--- src/pkg/sptc_pkg.sv ---
// Purpose: constants and types shared by the serial port control block
// Assumes: 32-bit APB, one aligned word per register, byte address = 4 * index
// Notes: each register answers in two pages of the index space
package sptc_pkg;
  // pages select blocking and non-blocking access to the same registers
  localparam logic [5:0] PAGE_BLK = 6'h0e;
  localparam logic [5:0] PAGE_NBLK = 6'h0f;
  localparam logic [7:0] IDX_BAUD = 8'h18;
  localparam logic [7:0] IDX_CTRL1 = 8'h1a;
  localparam logic [7:0] IDX_CTRL2 = 8'h1b;
  localparam logic [7:0] IDX_STAT = 8'h1c;
  localparam logic [7:0] IDX_DATA = 8'h1f;
  localparam logic [7:0] CTRL2_RST = 8'h00;
  localparam logic [5:0] CTRL1_RST = 6'h00;
  localparam logic [12:0] BAUD_RST = 13'h0004;
  localparam logic [3:0] FLAGS_RST = 4'hc;
  localparam logic [3:0] OVS_LAST = 4'hf;
  localparam logic [3:0] RX_MID = 4'h7;
  localparam logic [3:0] CHAR_BITS = 4'ha;
  localparam logic [3:0] BRK_LONG_BITS = 4'hd;
  localparam logic [3:0] DATA_BITS = 4'h8;
  localparam logic [13:0] FRAME_IDLE = 14'h3fff;
  localparam logic [13:0] FRAME_BREAK = 14'h0000;

  typedef struct packed {
    logic tx_empty_irq_en;
    logic tx_done_irq_en;
    logic rx_full_irq_en;
    logic idle_irq_en;
    logic tx_on;
    logic rx_on;
    logic rx_standby;
    logic break_queue;
  } sptc_ctrl2_type;

  typedef struct packed {
    logic loopback_sel;
    logic single_line_dir;
    logic rx_source_sel;
    logic nine_bit_sel;
    logic wake_sel;
    logic long_break_sel;
  } sptc_ctrl1_type;

  typedef struct packed {
    logic tx_buf_empty_flag;
    logic tx_idle_flag;
    logic rx_buf_full_flag;
    logic idle_flag;
  } sptc_flags_type;

  typedef struct packed {
    logic go;
    logic [13:0] frame;
    logic [3:0] nbits;
  } sptc_tx_cmd_type;
endpackage

--- src/verilog/sptc_serial_ctrl.sv ---
// Purpose: serial port control register, transmit scheduling, pin ownership
// Assumes: APB slave, answers in the first access cycle
// Notes: baud divisor 0 stops both bit clocks
//
// Added by the designer: the APB interface to the registers.
`timescale 1ns/1ps
`default_nettype none
module sptc_serial_ctrl (
  input wire logic pclk,
  input wire logic presetn,
  input wire logic psel,
  input wire logic penable,
  input wire logic pwrite,
  input wire logic [15:0] paddr,
  input wire logic [31:0] pwdata,
  output logic [31:0] prdata,
  output logic pready,
  output logic pslverr,
  input wire logic txd_i,
  output logic txd_o,
  output logic txd_oe,
  input wire logic rxd_i,
  output logic txd_pin_owned,
  output logic rxd_pin_owned,
  output logic irq
);
  typedef struct packed {
    sptc_pkg::sptc_ctrl2_type ctrl2;
    sptc_pkg::sptc_ctrl1_type ctrl1;
    logic [12:0] baud;
    sptc_pkg::sptc_flags_type flags;
    logic [8:0] txbuf;
    logic [8:0] rxbuf;
    logic break_pend;
    logic idle_pend;
    logic [12:0] ovs_cnt;
    logic [3:0] ovs_ph;
    logic [31:0] prdata;
    logic pready;
    logic pslverr;
    logic irq;
    logic tx_own;
    logic rx_own;
    logic txd_o;
    logic txd_oe;
  } sptc_state_type;
  sptc_state_type s_r;
  sptc_state_type s_nxt;

  // ----------------------------------------------------------------
  // bit clocks
  // ----------------------------------------------------------------
  logic s_tick;
  logic bit_tick;
  assign s_tick = (s_r.baud != 13'h0000) && (s_r.ovs_cnt == s_r.baud - 13'h0001);
  assign bit_tick = s_tick && (s_r.ovs_ph == sptc_pkg::OVS_LAST);

  // ----------------------------------------------------------------
  // address decode
  // ----------------------------------------------------------------
  logic setup;
  logic access;
  logic page_ok;
  logic [7:0] idx;
  logic hit;
  logic wr;
  logic rd;
  assign setup = psel && !penable;
  assign access = psel && penable && s_r.pready;
  assign page_ok = (paddr[15:10] == sptc_pkg::PAGE_BLK ||
                    paddr[15:10] == sptc_pkg::PAGE_NBLK) && paddr[1:0] == 2'b00;
  assign idx = paddr[9:2];
  assign hit = page_ok && (idx == sptc_pkg::IDX_BAUD || idx == sptc_pkg::IDX_CTRL1 ||
               idx == sptc_pkg::IDX_CTRL2 || idx == sptc_pkg::IDX_STAT ||
               idx == sptc_pkg::IDX_DATA);
  assign wr = access && pwrite && hit;
  assign rd = access && !pwrite && hit;

  // ----------------------------------------------------------------
  // transmitter and receiver
  // ----------------------------------------------------------------
  sptc_pkg::sptc_tx_cmd_type cmd;
  logic tx_accept;
  logic tx_busy;
  logic tx_line;
  logic rx_line;
  logic rx_done;
  logic [8:0] rx_data;
  logic rx_idle;
  logic single_wire;
  logic nine;
  logic [3:0] char_len;
  logic sbk_live;
  logic pick_break;
  logic pick_idle;

  assign nine = s_r.ctrl1.nine_bit_sel;
  assign char_len = sptc_pkg::CHAR_BITS + {3'h0, nine};
  assign single_wire = s_r.ctrl1.loopback_sel && s_r.ctrl1.rx_source_sel;
  assign sbk_live = s_r.ctrl2.break_queue && s_r.ctrl2.tx_on;
  assign pick_break = s_r.break_pend || sbk_live;
  assign pick_idle = !pick_break && s_r.idle_pend;

  always_comb
  begin
    cmd.go = pick_break || s_r.idle_pend || !s_r.flags.tx_buf_empty_flag;
    cmd.nbits = char_len;
    cmd.frame = nine ? {3'h7, 1'b1, s_r.txbuf, 1'b0} : {4'hf, 1'b1, s_r.txbuf[7:0], 1'b0};
    if (pick_break)
    begin
      cmd.frame = sptc_pkg::FRAME_BREAK;
      if (s_r.ctrl1.long_break_sel)
        cmd.nbits = sptc_pkg::BRK_LONG_BITS + {3'h0, nine};
    end
    else if (pick_idle)
      cmd.frame = sptc_pkg::FRAME_IDLE;
  end

  sptc_tx_shift u_tx (
    .pclk(pclk),
    .presetn(presetn),
    .bit_tick(bit_tick),
    .cmd(cmd),
    .accept(tx_accept),
    .busy(tx_busy),
    .txd(tx_line)
  );

  // receiver source follows loopback and single-wire selection
  always_comb
  begin
    rx_line = rxd_i;
    if (single_wire)
      rx_line = s_r.ctrl1.single_line_dir ? tx_line : txd_i;
    else if (s_r.ctrl1.loopback_sel)
      rx_line = tx_line;
  end

  sptc_rx u_rx (
    .pclk(pclk),
    .presetn(presetn),
    .s_tick(s_tick),
    .line(rx_line),
    .enable(s_r.ctrl2.rx_on),
    .nine_bit(nine),
    .done(rx_done),
    .data(rx_data),
    .idle_hit(rx_idle)
  );

  // ----------------------------------------------------------------
  // next state
  // ----------------------------------------------------------------
  sptc_pkg::sptc_ctrl2_type wctl;
  logic wake;
  logic take_char;
  logic tx_own;
  assign wctl = pwdata[7:0];
  // address mark is the top data bit of the character in either length
  assign wake = s_r.ctrl2.rx_standby &&
                (s_r.ctrl1.wake_sel ? (rx_done && (nine ? rx_data[8] : rx_data[7]))
                                    : rx_idle);
  assign take_char = rx_done && (!s_r.ctrl2.rx_standby || wake);
  assign tx_own = s_r.ctrl2.tx_on || tx_busy || s_r.break_pend || s_r.idle_pend ||
                  !s_r.flags.tx_buf_empty_flag;

  always_comb
  begin
    s_nxt = s_r;
    // oversample divider and bit phase
    if (s_r.baud == 13'h0000 || s_tick)
      s_nxt.ovs_cnt = 13'h0000;
    else
      s_nxt.ovs_cnt = s_r.ovs_cnt + 13'h0001;
    if (s_tick)
      s_nxt.ovs_ph = s_r.ovs_ph + 4'h1;
    // transmit hand-off
    if (tx_accept)
    begin
      if (pick_break)
        s_nxt.break_pend = 1'b0;
      else if (pick_idle)
        s_nxt.idle_pend = 1'b0;
      else
        s_nxt.flags.tx_buf_empty_flag = 1'b1;
    end
    // receive side
    if (wake)
      s_nxt.ctrl2.rx_standby = 1'b0;
    if (rd && idx == sptc_pkg::IDX_DATA)
    begin
      s_nxt.flags.rx_buf_full_flag = 1'b0;
      s_nxt.flags.idle_flag = 1'b0;
    end
    if (take_char)
    begin
      s_nxt.rxbuf = rx_data;
      s_nxt.flags.rx_buf_full_flag = 1'b1;
    end
    if (rx_idle && !s_r.ctrl2.rx_standby)
      s_nxt.flags.idle_flag = 1'b1;
    // register writes
    if (wr)
    begin
      if (idx == sptc_pkg::IDX_BAUD)
        s_nxt.baud = pwdata[12:0];
      else if (idx == sptc_pkg::IDX_CTRL1)
        s_nxt.ctrl1 = pwdata[5:0];
      else if (idx == sptc_pkg::IDX_CTRL2)
      begin
        s_nxt.ctrl2 = wctl;
        if (wctl.rx_standby == 1'b0 && wake)
          s_nxt.ctrl2.rx_standby = 1'b0;
        if (wctl.tx_on && !s_r.ctrl2.tx_on)
          s_nxt.idle_pend = 1'b1;
        if (wctl.break_queue && !s_r.ctrl2.break_queue && wctl.tx_on)
          s_nxt.break_pend = 1'b1;
      end
      else if (idx == sptc_pkg::IDX_DATA)
      begin
        s_nxt.txbuf = pwdata[8:0];
        s_nxt.flags.tx_buf_empty_flag = 1'b0;
      end
    end
    // complete once nothing is queued or on the line
    s_nxt.flags.tx_idle_flag = s_nxt.flags.tx_buf_empty_flag && !tx_busy && !tx_accept &&
                               !s_nxt.break_pend && !s_nxt.idle_pend && !sbk_live;
    // bus answer
    s_nxt.pready = setup;
    s_nxt.pslverr = setup && !hit;
    if (setup)
    begin
      s_nxt.prdata = 32'h0000_0000;
      if (!page_ok)
        s_nxt.prdata = 32'h0000_0000;
      else if (idx == sptc_pkg::IDX_BAUD)
        s_nxt.prdata = {19'h00000, s_r.baud};
      else if (idx == sptc_pkg::IDX_CTRL1)
        s_nxt.prdata = {26'h0000000, s_r.ctrl1};
      else if (idx == sptc_pkg::IDX_CTRL2)
        s_nxt.prdata = {24'h000000, s_r.ctrl2};
      else if (idx == sptc_pkg::IDX_STAT)
        s_nxt.prdata = {24'h000000, s_r.flags, 4'h0};
      else if (idx == sptc_pkg::IDX_DATA)
        s_nxt.prdata = {23'h000000, s_r.rxbuf};
    end
    // interrupt and pins
    s_nxt.irq = (s_r.flags.tx_buf_empty_flag && s_r.ctrl2.tx_empty_irq_en) ||
                (s_r.flags.tx_idle_flag && s_r.ctrl2.tx_done_irq_en) ||
                (s_r.flags.rx_buf_full_flag && s_r.ctrl2.rx_full_irq_en) ||
                (s_r.flags.idle_flag && s_r.ctrl2.idle_irq_en);
    s_nxt.tx_own = tx_own;
    s_nxt.rx_own = s_r.ctrl2.rx_on && !s_r.ctrl1.loopback_sel;
    s_nxt.txd_o = tx_line;
    s_nxt.txd_oe = tx_own && (!single_wire || s_r.ctrl1.single_line_dir);
  end

  always_ff @(posedge pclk or negedge presetn)
  begin
    if (!presetn)
      s_r <= '{ctrl2: sptc_pkg::CTRL2_RST, ctrl1: sptc_pkg::CTRL1_RST,
               baud: sptc_pkg::BAUD_RST, flags: sptc_pkg::FLAGS_RST,
               txbuf: 9'h000, rxbuf: 9'h000, break_pend: 1'b0, idle_pend: 1'b0,
               ovs_cnt: 13'h0000, ovs_ph: 4'h0, prdata: 32'h0000_0000,
               pready: 1'b0, pslverr: 1'b0, irq: 1'b0, tx_own: 1'b0,
               rx_own: 1'b0, txd_o: 1'b1, txd_oe: 1'b0};
    else
      s_r <= s_nxt;
  end

  assign prdata = s_r.prdata;
  assign pready = s_r.pready;
  assign pslverr = s_r.pslverr;
  assign irq = s_r.irq;
  assign txd_o = s_r.txd_o;
  assign txd_oe = s_r.txd_oe;
  assign txd_pin_owned = s_r.tx_own;
  assign rxd_pin_owned = s_r.rx_own;
endmodule
`default_nettype wire

--- src/verilog/sptc_tx_shift.sv ---
// Purpose: bit-timed line shifter for data, idle and break frames
// Assumes: bit_tick is a one-cycle pulse once per bit time
// Notes: a frame is loaded only on a bit tick so every bit is full length
`timescale 1ns/1ps
`default_nettype none
module sptc_tx_shift (
  input wire logic pclk,
  input wire logic presetn,
  input wire logic bit_tick,
  input wire sptc_pkg::sptc_tx_cmd_type cmd,
  output logic accept,
  output logic busy,
  output logic txd
);
  typedef struct packed {
    logic [13:0] frame;
    logic [3:0] left;
    logic line;
  } sptc_txs_type;
  sptc_txs_type s_r;
  sptc_txs_type s_nxt;

  // a queued frame starts as the last bit of the previous one ends, so repeated
  // breaks stay low with no mark bit between them
  assign accept = bit_tick & cmd.go & (s_r.left <= 4'h1);
  assign busy = (s_r.left != 4'h0);
  assign txd = s_r.line;

  always_comb
  begin
    s_nxt = s_r;
    if (accept)
    begin
      s_nxt.line = cmd.frame[0];
      s_nxt.frame = {1'b1, cmd.frame[13:1]};
      s_nxt.left = cmd.nbits;
    end
    else if (bit_tick && busy)
    begin
      s_nxt.left = s_r.left - 4'h1;
      // back to mark level once the last bit time is over
      s_nxt.line = (s_r.left == 4'h1) ? 1'b1 : s_r.frame[0];
      s_nxt.frame = {1'b1, s_r.frame[13:1]};
    end
  end

  always_ff @(posedge pclk or negedge presetn)
  begin
    if (!presetn)
      s_r <= '{frame: 14'h3fff, left: 4'h0, line: 1'b1};
    else
      s_r <= s_nxt;
  end
endmodule
`default_nettype wire

--- src/verilog/sptc_rx.sv ---
// Purpose: oversampling receiver with idle line detection
// Assumes: s_tick pulses sixteen times per bit time
// Notes: idle is reported once per burst of activity
`timescale 1ns/1ps
`default_nettype none
module sptc_rx (
  input wire logic pclk,
  input wire logic presetn,
  input wire logic s_tick,
  input wire logic line,
  input wire logic enable,
  input wire logic nine_bit,
  output logic done,
  output logic [8:0] data,
  output logic idle_hit
);
  typedef enum logic [1:0] {RX_WAIT, RX_START, RX_BITS} sptc_rx_state_type;
  typedef struct packed {
    sptc_rx_state_type st;
    logic [3:0] sub;
    logic [3:0] nbit;
    logic [8:0] sh;
    logic [7:0] idle_cnt;
    logic active;
    logic done;
    logic idle_hit;
  } sptc_rxs_type;
  sptc_rxs_type s_r;
  sptc_rxs_type s_nxt;
  logic [3:0] nbits_data;
  logic [7:0] idle_len;

  assign nbits_data = sptc_pkg::DATA_BITS + {3'h0, nine_bit};
  assign idle_len = {sptc_pkg::CHAR_BITS + {3'h0, nine_bit}, 4'h0};
  assign done = s_r.done;
  assign idle_hit = s_r.idle_hit;
  assign data = nine_bit ? s_r.sh : {1'b0, s_r.sh[8:1]};

  always_comb
  begin
    s_nxt = s_r;
    s_nxt.done = 1'b0;
    s_nxt.idle_hit = 1'b0;
    if (!enable)
    begin
      s_nxt.st = RX_WAIT;
      s_nxt.idle_cnt = 8'h00;
    end
    else if (s_tick)
    begin
      // idle counts ticks of continuous mark level
      if (!line)
        s_nxt.idle_cnt = 8'h00;
      else if (s_r.idle_cnt != idle_len)
        s_nxt.idle_cnt = s_r.idle_cnt + 8'h01;
      if (line && s_r.idle_cnt == idle_len - 8'h01 && s_r.active)
      begin
        s_nxt.idle_hit = 1'b1;
        s_nxt.active = 1'b0;
      end
      case (s_r.st)
        RX_WAIT:
          if (!line)
          begin
            s_nxt.st = RX_START;
            s_nxt.sub = 4'h0;
          end
        RX_START:
        begin
          s_nxt.sub = s_r.sub + 4'h1;
          if (s_r.sub == sptc_pkg::RX_MID)
          begin
            s_nxt.st = line ? RX_WAIT : RX_BITS;
            s_nxt.sub = 4'h0;
            s_nxt.nbit = 4'h0;
          end
        end
        default:
        begin
          s_nxt.sub = s_r.sub + 4'h1;
          if (s_r.sub == sptc_pkg::OVS_LAST)
          begin
            s_nxt.nbit = s_r.nbit + 4'h1;
            if (s_r.nbit == nbits_data)
            begin
              s_nxt.st = RX_WAIT;
              s_nxt.done = 1'b1;
              s_nxt.active = 1'b1;
            end
            else
              s_nxt.sh = {line, s_r.sh[8:1]};
          end
        end
      endcase
    end
  end

  always_ff @(posedge pclk or negedge presetn)
  begin
    if (!presetn)
      s_r <= '{st: RX_WAIT, sub: 4'h0, nbit: 4'h0, sh: 9'h000, idle_cnt: 8'h00,
               active: 1'b0, done: 1'b0, idle_hit: 1'b0};
    else
      s_r <= s_nxt;
  end
endmodule
`default_nettype wire

--- config.mk ---
export PLATFORM = sky130hd
export DESIGN_NAME = sptc_serial_ctrl
export DESIGN_NICKNAME = d
export VERILOG_FILES = /design/src/pkg/sptc_pkg.sv /design/src/verilog/sptc_serial_ctrl.sv /design/src/verilog/sptc_tx_shift.sv /design/src/verilog/sptc_rx.sv
export SDC_FILE = /design/constraint.sdc
export NUM_CORES = 1
export LEC_CHECK = 0
export ABC_AREA = 1
export CAP_MARGIN = 20
export CORE_MARGIN = 2
export CORE_UTILIZATION = 55
export CTS_CLUSTER_DIAMETER = 30
export DETAILED_ROUTE_END_ITERATION = 6
export DONT_BUFFER_PORTS = 1
export PLACE_DENSITY = 0.7
export SLEW_MARGIN = 15
export SYNTH_ARGS = -nofsm -noshare
export SYNTH_HDL_FRONTEND = slang
export SYNTH_HIERARCHICAL = 1
export SYNTH_SLANG_ARGS = --single-unit
--- constraint.sdc ---
create_clock -name pclk -period 3.8 [get_ports pclk]
set_input_delay 0.76 -clock pclk [delete_from_list [all_inputs] [get_ports pclk]]
set_output_delay 0.76 -clock pclk [all_outputs]
set_load 0.02 [all_outputs]
# Word-level counts from Yosys, hierarchy flattened
# Cells that the tools add are included.
# Widths: inputs -> output; s select.
# totals
ff_bits	156
input_bits	55
output_inout_bits	39
word_cells	250
# classes
add_sub_neg	11
order_cmp	1
eq_ne	24
mux	70
bitwise_logic	9
reduce_logical	91
# op_table
op	n
$mux 13	5
$mux 9	7
$eq 8x5->1 const B	5
$logic_and 1x1->1	38
$mux 19	2
$mux 2	16
$mux 8	4
$mux 10	3
$mux 30	1
$mux 1	24
$mux 22	1
$reduce_and 5->1	4
$logic_or 1x1->1	18
$logic_not 1->1	15
$mux 14	1
$add 13x1->13 const B	1
$eq 13x13->1	1
$logic_not 13->1	1
$reduce_bool 13->1	1
$sub 13x1->13 const B	1
$add 4x1->4 const B	3
$eq 6x4->1 const B	2
$mux 6	2
$pmux 6 s2	1
other kinds (29)	49

# Longest topological paths before layout
# Gate-level depths: netlist of the first run.
# logic_depth
word_depth	17
ltp_mapped	27
mapped_depth_nobuf	26

# Modules after synthesis
# The synthesis of the first run kept the hierarchy.
# modules_own_cells
mod	n_inst	cells_each	area_per_inst_um2	seq_area_each_um2
sptc_serial_ctrl	1	666	5122.4	2207.1
sptc_rx	1	230	1775.5	750.7
sptc_tx_shift	1	139	1058.5	467.9

# Least setup slack after synthesis of the first run
# No wires, ideal clock.
# synth_path
kind	reg2reg
start	reg, netlist name s_r[80]
end	reg, netlist name s_r[78]
setup_ns	0.067
t_arrival_ns	3.012
t_required_ns	3.733
slack_ns	0.721
stages_incl_launch_ff	26
n_path_buf	1
period_less_slack_ns	3.079
cell_sequence	dfrtp_1 inv_1 ha_1 nand2_2 nor2_1 nand2_1 nand2_1 nand3_1 nor2_1 nand2_1 nor2_1 nand4_1 nor2_1 nand2_1 inv_1 nand3_2 buf_6 inv_2 nand2_1 o21ai_0 nand2_1 nand4_1 nand2_1 inv_1 nand2_1 nor2_1

==> results of run 1 <==
==> through the flow <==
| step | hold slack (ns) | area, um^2 |
|---|---|---|
| after global routing | 0.00703 | 8590 |
| after global placement | 0.396 | 7920 |
| after CTS | 0.0219 | 8590 |
| after floorplan | 0.367 | 8020 |
| after detailed placement | 0.396 | 7920 |
| final | 0.0307 | 8590 |
==> per-layer routing <==
layer,track usage,vias up,wire (um)
met2,0.378,165,8370
met1,0.336,3057,8350
li1,-,3225,-
met4,0.0601,0,157
met3,0.0636,13,1070
met5,0,-,0
==> state kept, by name, summed over array words and instances, names as in the netlist, 13 cells and up <==
name,count
prdata,13
u_rx/s_r,28
s_r,67
u_tx/s_r,17
==> power breakdown <==
part	total, mW	internal, mW	switching (mW)
Sequential	1.45	1.45	0.00194
Combinational	0.0378	0.00582	0.0320
Clock	1.86	1.23	0.628
==> critical path, cell delays in order (launching register included) <==
cell     delay, ns
dfrtp_1       0.40
inv_1         0.19
ha_1          0.27
nand2_2       0.13
nor2_1        0.19
nand2_1       0.07
nand2_1       0.09
nand3_1       0.07
nor2_1        0.14
nand2_1       0.06
nor2_1        0.13
nand4_1       0.11
nor2_1        0.10
buf_4         0.15
nand2_1       0.05
inv_1         0.16
nand3_2       0.12
inv_2         0.07
nand2_1       0.09
o21ai_0       0.24
nand2_1       0.07
nand4_1       0.09
nand2_1       0.06
inv_1         0.07
nand2_1       0.05
nor2_1        0.11
==> layout make-up <==
class | instances | area [um^2]
Inverter | 139 | 522
Sequential cell | 136 | 3430
Multi-Input combinational cell | 729 | 3720
Clock inverter | 11 | 193
Fill cell | 1288 | 5390
Tap cell | 180 | 225
Clock buffer | 21 | 480
Timing Repair Buffer | 4 | 30.0
==> cells in the final DEF (no fill, tap or decap), types with 7 or more instances in the layout <==
cell type / n
nand2_1: 283
o21ai_0: 56
mux2_2: 8
dfrtp_1: 118
nand2_2: 16
xnor2_1: 9
nand3_1: 87
xor2_1: 14
o21ai_2: 16
nand4_1: 18
nor2_4: 8
ha_1: 12
nor3_1: 13
a22oi_1: 7
clkbuf_16: 17
nor2_1: 99
inv_1: 131
dfstp_2: 18
conb_1: 20
nor2_2: 7
a21oi_1: 9
==> cells by family (layout without fill, tap and decap cells) <==
group                    after synthesis  in the layout
AND/OR/NAND/NOR                      551            551
buffers and inverters                188            175
AO/OA/AOI/OAI                        114            114
adder cells (fa/ha/maj)               12             12
multiplexers                           9              9
XOR/XNOR                              23             23
flip-flops                           136            136
other                                  2             20
==> path summary, 6_finish.rpt <==
kind	from	end	slack, ns
setup reg to reg	s_r[80]	s_r[78]	0.44
hold / removal	presetn	s_r[53]	0.03
hold reg to reg	u_tx/txd	txd_o	0.40
max in group asynchronous	presetn	u_tx/s_r[15]	3.53
setup / recovery	s_r[80]	s_r[78]	0.44
min in group pclk	u_tx/txd	txd_o	0.40
==> impl_metrics.json, run 1 <==
{
  "die_width_um": 124,
  "maxSlewHeadroom": 0.457,
  "gpl.final_weighted_congestion": 0.930,
  "synth.top_cells.by_area": "dfrtp_1, nand2_1, inv_1",
  "die_area_um2": 15400,
  "largest_net_degree_at_the_start_of_global_routing": 137,
  "via_per_inst": 5.30,
  "netlist_top_cells_count": "nand2_1, inv_1, dfrtp_1",
  "drc_errors": 0,
  "final-hold-violation-count": 0,
  "core-area_um2": 14000,
  "outcome": "finished, final reports clean",
  "end_kind": "register",
  "cts.sinks": 136,
  "critPathArrivalTime_ns": 3.71,
  "yosys.area_share.adder": 0.0189,
  "finalNetCount": 1094,
  "average_cell_area_after_synthesis_um2": 7.69,
  "syn-instance-count": 1035,
  "synth-seq-cells": 136,
  "worst_tran_pin_value_ns": 0.815,
  "yosys-mux-area-fraction": 0.0126,
  "layout_cell_share_with_drive_strength_beyond_1": 0.127,
  "io_pins": 94,
  "synth_xor_xnor_area_share": 0.0253,
  "clock_tree_from_tritoncts": "built",
  "drt.antenna.violating_nets": 0,
  "post_synth_and_or_nand_nor_area_fraction": 0.312,
  "placement.io_buffers": 0,
  "min_period_over_period": 0.883,
  "fraction_of_the_mapped_netlist_area_in_compound_gates": 0.0890,
  "netlist.area_leader.share": 0.371,
  "yosys.cell_count.top_type": "nand2_1",
  "worst-setup-path-type": "reg -> reg",
  "synth_ff_type": "dfrtp_1",
  "drt-initial-drc-count": 416,
  "wl_per_cell_um": 14.7,
  "clock_skew_ns": 0.00766,
  "post-cts-setup-buffers": 0,
  "fin_ws_ns": 0.443,
  "final-instance-count-excl-fill": 1220,
  "numCtsBuffers": 17,
  "vdd_ir_drop_max_mv": 0.379,
  "largest_family_of_logic_cells_by_synthesized_area": "simple AND/OR/NAND/NOR gates",
  "via_count": 6460,
  "critical_path_required_ns": 4.16,
  "cts-hold-fix-buffers": 0,
  "pwr_density_cell_nw_per_um2": 390,
  "r2r.worst_path.cells": 25,
  "post_synth_instance_area_um2": 7960,
  "clock_insertion_delay_at_the_later_pin_of_the_skew_report_ns": 0.43,
  "antenna_found_initial": 0,
  "setup-tns-final_ns": 0,
  "core.rowCount": 43,
  "wire_length_of_the_first_global_routing_pass_um": 30000,
  "ctsLongestPathBuffers": 2,
  "max_freq_mhz": 298,
  "finalSetupViolations": 0,
  "timing.final.crit_period_ns": 3.36,
  "synthToLayoutAreaGrowth_pct": 8.02,
  "holdCritPathClass": "in -> async",
  "first_global_vias": 6024,
  "ctsResizeCount": 0,
  "route.final.wire_length_um": 17900,
  "synth.yosys.warnings": 6,
  "cts.htree.levels": 4,
  "final-max-slew-violation-count": 0,
  "crit_path_max_fanout": 7,
  "grt_util_all_layers": 0.241,
  "netlist-cell-type-count": 46,
  "n_antenna_cell": 0,
  "synth_largest_area_cell": "dfrtp_1",
  "detailed_place_hpwl_um": 13000,
  "grt.overflow.total": 0,
  "synth_sequential_area_ratio": 0.431,
  "cts.clk_slew.worst_paths_ns": 0.06,
  "count_of_flip_flops_with_a_built_in_enable_after_synthesis": 0,
  "cts_root_buf": "clkbuf_16",
  "leakage_nw": 4.25,
  "place_ws_ns": 0.455,
  "maxCapViolations": 0,
  "dp_cells": 1188,
  "postSynth.asyncResetShare": 1.00,
  "total_power_mw": 3.35,
  "critPathLaunchType": "register",
  "detail_route.first_pass.iterations": 4,
  "die_y_um": 124,
  "grt_setup_unrepaired": "false",
  "layout.core_utilization": 0.614,
  "initial_utilization": 0.569
}
Note: power is estimated with default switching activity, not from simulation.
==> run 2: changes to the inputs <==
==> constraint.sdc (replaced) <==
create_clock -name pclk -period 3.7 [get_ports pclk]
set_input_delay 0.74 -clock pclk [delete_from_list [all_inputs] [get_ports pclk]]
set_output_delay 0.74 -clock pclk [all_outputs]
set_load 0.02 [all_outputs]
==> impl_metrics.json, run 2 (same netlist as run 1, synthesis figures left out) <==
{
  "outcome": "finished, final reports clean",
  "crit_path_max_fanout": 7,
  "r2r.worst_path.cells": 27,
  "clock_skew_ns": 0.00704,
  "total_power_mw": 3.36,
  "grt_setup_unrepaired": "false",
  "end_kind": "register",
  "largest_net_degree_at_the_start_of_global_routing": 76,
  "numCtsBuffers": 17,
  "reg2reg_to": "s_r[78]",
  "vdd_ir_drop_max_mv": 0.406,
  "postLayoutCellArea_um2": 8610,
  "maxCapViolations": 0,
  "grt.overflow.total": 0,
  "maxSlewHeadroom": 0.443,
  "antenna_found_initial": 0,
  "wire_length_of_the_first_global_routing_pass_um": 30700,
  "min_period_over_period": 0.863,
  "cts.sinks": 136,
  "n_antenna_cell": 0,
  "detailed_place_hpwl_um": 13100,
  "gpl.final_weighted_congestion": 0.919,
  "final-max-slew-violation-count": 0,
  "post-cts-setup-buffers": 0,
  "fin_ws_ns": 0.507,
  "finalNetCount": 1098,
  "cts.clk_slew.worst_paths_ns": 0.06,
  "most-common-layout-cells": "nand2_1, inv_1, dfrtp_1, nor2_1, nand3_1",
  "timing.final.crit_period_ns": 3.19,
  "drt.antenna.violating_nets": 0,
  "clock_tree_from_tritoncts": "built",
  "cts_root_buf": "clkbuf_16",
  "holdCritPathClass": "in -> async",
  "final-hold-violation-count": 0,
  "drc_errors": 0,
  "route.final.wire_length_um": 18700,
  "core.rowCount": 43,
  "synthToLayoutAreaGrowth_pct": 8.26,
  "leakage_nw": 4.25,
  "worst_tran_pin_value_ns": 0.835,
  "ff2ff_setup_slack_ns": 0.51,
  "core-area_um2": 14000,
  "io_pins": 94,
  "die_width_um": 124,
  "max_freq_mhz": 313,
  "finalSetupViolations": 0,
  "pwr_density_cell_nw_per_um2": 390,
  "largest_register_ff_count": 67,
  "initial_utilization": 0.569,
  "grt_util_all_layers": 0.249,
  "largest_register": "s_r",
  "regToRegStartpoint": "s_r[80]",
  "detail_route.first_pass.iterations": 5,
  "worst-setup-path-type": "reg -> reg",
  "via_count": 6502,
  "cts.htree.levels": 4,
  "critical_path_required_ns": 4.06,
  "die_area_um2": 15400,
  "dpl-instance-area_um2": 7920,
  "critPathLaunchType": "register",
  "clock_insertion_delay_at_the_later_pin_of_the_skew_report_ns": 0.43,
  "critPathArrivalTime_ns": 3.56,
  "wl_per_cell_um": 15.3,
  "drt-initial-drc-count": 538,
  "timing.critical_path.slowest_stage_cell": "dfrtp_1",
  "ctsLongestPathBuffers": 2,
  "layout_cell_share_with_drive_strength_beyond_1": 0.128,
  "first_global_vias": 6175,
  "via_per_inst": 5.32,
  "place_ws_ns": 0.380,
  "layout.core_utilization": 0.616,
  "mostFrequentLayoutCell": "nand2_1",
  "delay_of_the_slowest_critical_path_stage_ns": 0.41,
  "placement.io_buffers": 0,
  "die_y_um": 124,
  "critical_path.most_common_cell": "nand2_1",
  "startpoint": "s_r[80]",
  "setup-tns-final_ns": 0,
  "largest_registers": "s_r (67), u_rx/s_r (28), u_tx/s_r (17)"
}
[run 2: through the flow]
stage	instances	hold slack, ns
detailed placement	1188	0.397
finish	1223	0.0182
global placement	1188	0.396
floorplan	1053	0.367
CTS	1221	0.000406
global route	1223	-0.00127
[run 2: report_power, final]
group	switching (mW)	total [mW]	internal, mW
Clock	0.652	1.81	1.16
Sequential	0.00197	1.49	1.49
Combinational	0.0481	0.0593	0.0112
Total	0.702	3.36	2.66
[run 2: critical path: cells and delay by family (launching register included)]
family	cells	cell delay [ns]
buf+inv	6	0.65
compound gates	1	0.18
fa+ha+maj	1	0.23
simple gates	19	1.64
flops	1	0.41
[run 2: worst max-delay path by stage]
stage | to | slack [ns] | cells after the start
6_report | s_r[78] | 0.51 | 27
3_3_place_gp | s_r[78] | 0.44 | 25
4_1_cts | s_r[78] | 0.36 | 25
5_1_grt | s_r[78] | 0.06 | 25
3_5_place_dp | s_r[78] | 0.38 | 25
2_1_floorplan | s_r[78] | 0.62 | 25
[run 2: repair_timing]
| item | 4_1_cts | 5_1_grt |
|---|---|---|
| gates resized for setup | 0 | 4 |
| endpoints found under the hold margin | 57 | 3 |
| hold buffers | 2 | 2 |
| setup endpoints to repair | 0 | 1 |
[run 2: metal layers]
layer / vias to the layer above / track usage / wire length [um]
li1: 3245 / - / -
met3: 19 / 0.0524 / 1040
met5: - / 0 / 0
met1: 3054 / 0.336 / 8570
met2: 184 / 0.403 / 8810
met4: 0 / 0.0853 / 283
[run 2: layout make-up]
class	instances	area, um^2
clock buffer	20	457
inverter	139	522
clock inverter	11	173
sequential	136	3430
timing repair buffer	8	87.6
tap	180	225
fill	1304	5380
multi-input combinational	729	3720
==> run 3: changes to the inputs <==
--- a/config.mk
+++ b/config.mk
@@ -16,5 +16,4 @@
 export SLEW_MARGIN = 15
 export SYNTH_ARGS = -nofsm -noshare
 export SYNTH_HDL_FRONTEND = slang
-export SYNTH_HIERARCHICAL = 1
 export SYNTH_SLANG_ARGS = --single-unit
==> impl_metrics.json, run 3 <==
{
  "numCtsBuffers": 17,
  "most-common-layout-cells": "nand2_1, inv_1, dfrtp_1, nor2_1, o21ai_0",
  "wl_per_cell_um": 15.3,
  "critPathArrivalTime_ns": 3.20,
  "die_width_um": 121,
  "wire_length_of_the_first_global_routing_pass_um": 28700,
  "average_cell_area_after_synthesis_um2": 7.96,
  "initial_utilization": 0.568,
  "netlist.area_leader.share": 0.389,
  "cts.sinks": 136,
  "finalNetCount": 1019,
  "drt-initial-drc-count": 423,
  "cts.htree.levels": 4,
  "syn-instance-count": 953,
  "ctsLongestPathBuffers": 2,
  "netlist_top_cells_count": "nand2_1, inv_1, dfrtp_1",
  "fin_worst_hold_slack_ns": 0.0168,
  "min_period_over_period": 0.770,
  "outcome": "finished, final reports clean",
  "synth_sequential_area_ratio": 0.452,
  "first_global_vias": 5702,
  "n_fill_cell": 1227,
  "regToRegStartpoint": "s_r[81]",
  "detailed_place_hpwl_um": 12300,
  "end_kind": "register",
  "largest_register": "s_r",
  "grt.overflow.total": 0,
  "pwr_density_cell_nw_per_um2": 381,
  "crit_path_max_fanout": 17,
  "grt_setup_unrepaired": "false",
  "count_of_flip_flops_with_a_built_in_enable_after_synthesis": 0,
  "ff2ff_setup_slack_ns": 0.85,
  "drc_errors": 0,
  "mostFrequentLayoutCell": "nand2_1",
  "holdCritPathClass": "in -> async",
  "n_antenna_cell": 0,
  "timing.critical_path.cells": "inv_1 -> ha_1 -> inv_1 -> nand2_1 -> nand2_1 -> nor2_1 -> nand2_1 -> nor2_1 -> nand2_1 -> nor2_1 -> nand2_1 -> nor2_4 -> nand3_4 -> nor2_8 -> nand3_2 -> nand2_8 -> inv_2 -> nor2_2 -> a21oi_1",
  "maxSlewHeadroom": 0.441,
  "via_count": 6068,
  "detail_route.first_pass.iterations": 5,
  "placement.io_buffers": 0,
  "final-hold-violation-count": 0,
  "worst_tran_pin_value_ns": 0.836,
  "drt.antenna.violating_nets": 0,
  "post_synth_instance_area_um2": 7580,
  "vdd_ir_drop_max_mv": 0.324,
  "die_y_um": 121,
  "timing.final.crit_period_ns": 2.85,
  "critPathLaunchType": "register",
  "die_area_um2": 14700,
  "synth_ff_type": "dfrtp_1",
  "critical_path.most_common_cell": "nand2_1",
  "clock_insertion_delay_at_the_later_pin_of_the_skew_report_ns": 0.43,
  "core-area_um2": 13300,
  "route.final.wire_length_um": 17500,
  "clock_tree_from_tritoncts": "built",
  "delay_of_the_slowest_critical_path_stage_ns": 0.39,
  "layout_cell_share_with_drive_strength_beyond_1": 0.104,
  "netlist-cell-type-count": 50,
  "largest_registers": "s_r (67), u_rx.s_r (28), u_tx.s_r (17)",
  "r2r.worst_path.cells": 19,
  "via_per_inst": 5.31,
  "antenna_found_initial": 0,
  "largest_register_ff_count": 67,
  "startpoint": "s_r[81]",
  "synth.yosys.warnings": 0,
  "cts.clk_slew.worst_paths_ns": 0.06,
  "max_freq_mhz": 351,
  "clock_skew_ns": 0.00757,
  "final-max-slew-violation-count": 0,
  "core.rowCount": 42,
  "finalSetupViolations": 0,
  "grt_util_all_layers": 0.256,
  "worst-setup-path-type": "reg -> reg",
  "cts_root_buf": "clkbuf_16",
  "postSynth.asyncResetShare": 1.00,
  "leakage_nw": 4.02,
  "setup-tns-final_ns": 0,
  "largest_net_degree_at_the_start_of_global_routing": 86,
  "synthToLayoutAreaGrowth_pct": 7.95,
  "synth-seq-cells": 136,
  "io_pins": 94,
  "synth.top_cells.by_area": "dfrtp_1, nand2_1, inv_1",
  "critical_path_required_ns": 4.05,
  "maxCapViolations": 0,
  "timing.critical_path.slowest_stage_cell": "dfrtp_1",
  "gpl.final_weighted_congestion": 0.903,
  "reg2reg_to": "u_tx.s_r[14]",
  "yosys.cell_count.top_type": "nand2_1",
  "synth_largest_area_cell": "dfrtp_1"
}
-- run 3: kinds of logic after synthesis --
family / count (synthesis) / share of synthesized area
other: 1 / 0.000495
XOR/XNOR: 28 / 0.0343
adder cells (fa/ha/maj): 11 / 0.0182
buffers and inverters: 195 / 0.116
AO/OA/AOI/OAI: 166 / 0.128
flip-flops: 136 / 0.452
AND/OR/NAND/NOR: 411 / 0.245
multiplexers: 5 / 0.00743
-- run 3: final cells by class --
type                       count  area, um^2  share of cell area
sequential                   136        3430               0.419
multi-input combinational    640        3350               0.409
inverter                     147         552              0.0674
clock buffer                  22         454              0.0555
tap                          176         220              0.0269
timing repair buffer          11         105              0.0128
clock inverter                10        81.3             0.00994
-- run 3: worst max-delay path: cells and delay by family (launching register included) --
family | cells | cell delay (ns)
AOI/OAI and AO/OA | 1 | 0.08
DFF | 1 | 0.39
and+or+nand+nor | 14 | 1.73
buffers and inverters | 3 | 0.24
adders and majority gates | 1 | 0.31
-- run 3: what timing repair did --
action,CTS,global route
buffers inserted,0,0
hold buffers,4,1
setup endpoints to repair,0,0
resized for setup,0,0
hold endpoints to repair,28,8
-- run 3: worst max path at each step --
stage / to / cells past startpoint / slack [ns]
after global placement: s_r[92] / 11 / 0.83
after floorplan: s_r[91] / 13 / 1.23
after detailed placement: s_r[90] / 11 / 0.83
final: u_tx.s_r[14] / 19 / 0.85
after global routing: u_tx.s_r[14] / 19 / 0.48
after CTS: u_tx.s_r[14] / 19 / 0.86
-- run 3: through the flow --
stage          cells  worst slack [ns]   util  power (mW)  area [um^2]
2_1_floorplan    971              1.23      -        1.57         7650
3_3_place_gp    1105             0.830  0.569        1.56         7590
3_5_place_dp    1105             0.830  0.569        1.56         7590
4_1_cts         1141             0.860  0.612        3.14         8180
5_1_grt         1142             0.476  0.613        3.20         8190
6_report        1142             0.851  0.613        3.12         8190
-- run 3: power breakdown --
| group | switching, mW | internal, mW | leakage [nW] |
|---|---|---|---|
| clock network | 0.627 | 0.931 | 0.267 |
| logic | 0.0541 | 0.0118 | 2.01 |
| registers | 0.00207 | 1.49 | 1.75 |
| total | 0.683 | 2.43 | 4.02 |
-- run 3: layer usage --
metal,GRT usage,routed length [um]
met4,0.0661,229
met1,0.362,8190
met3,0.0724,1100
met2,0.389,7980
met5,0,0
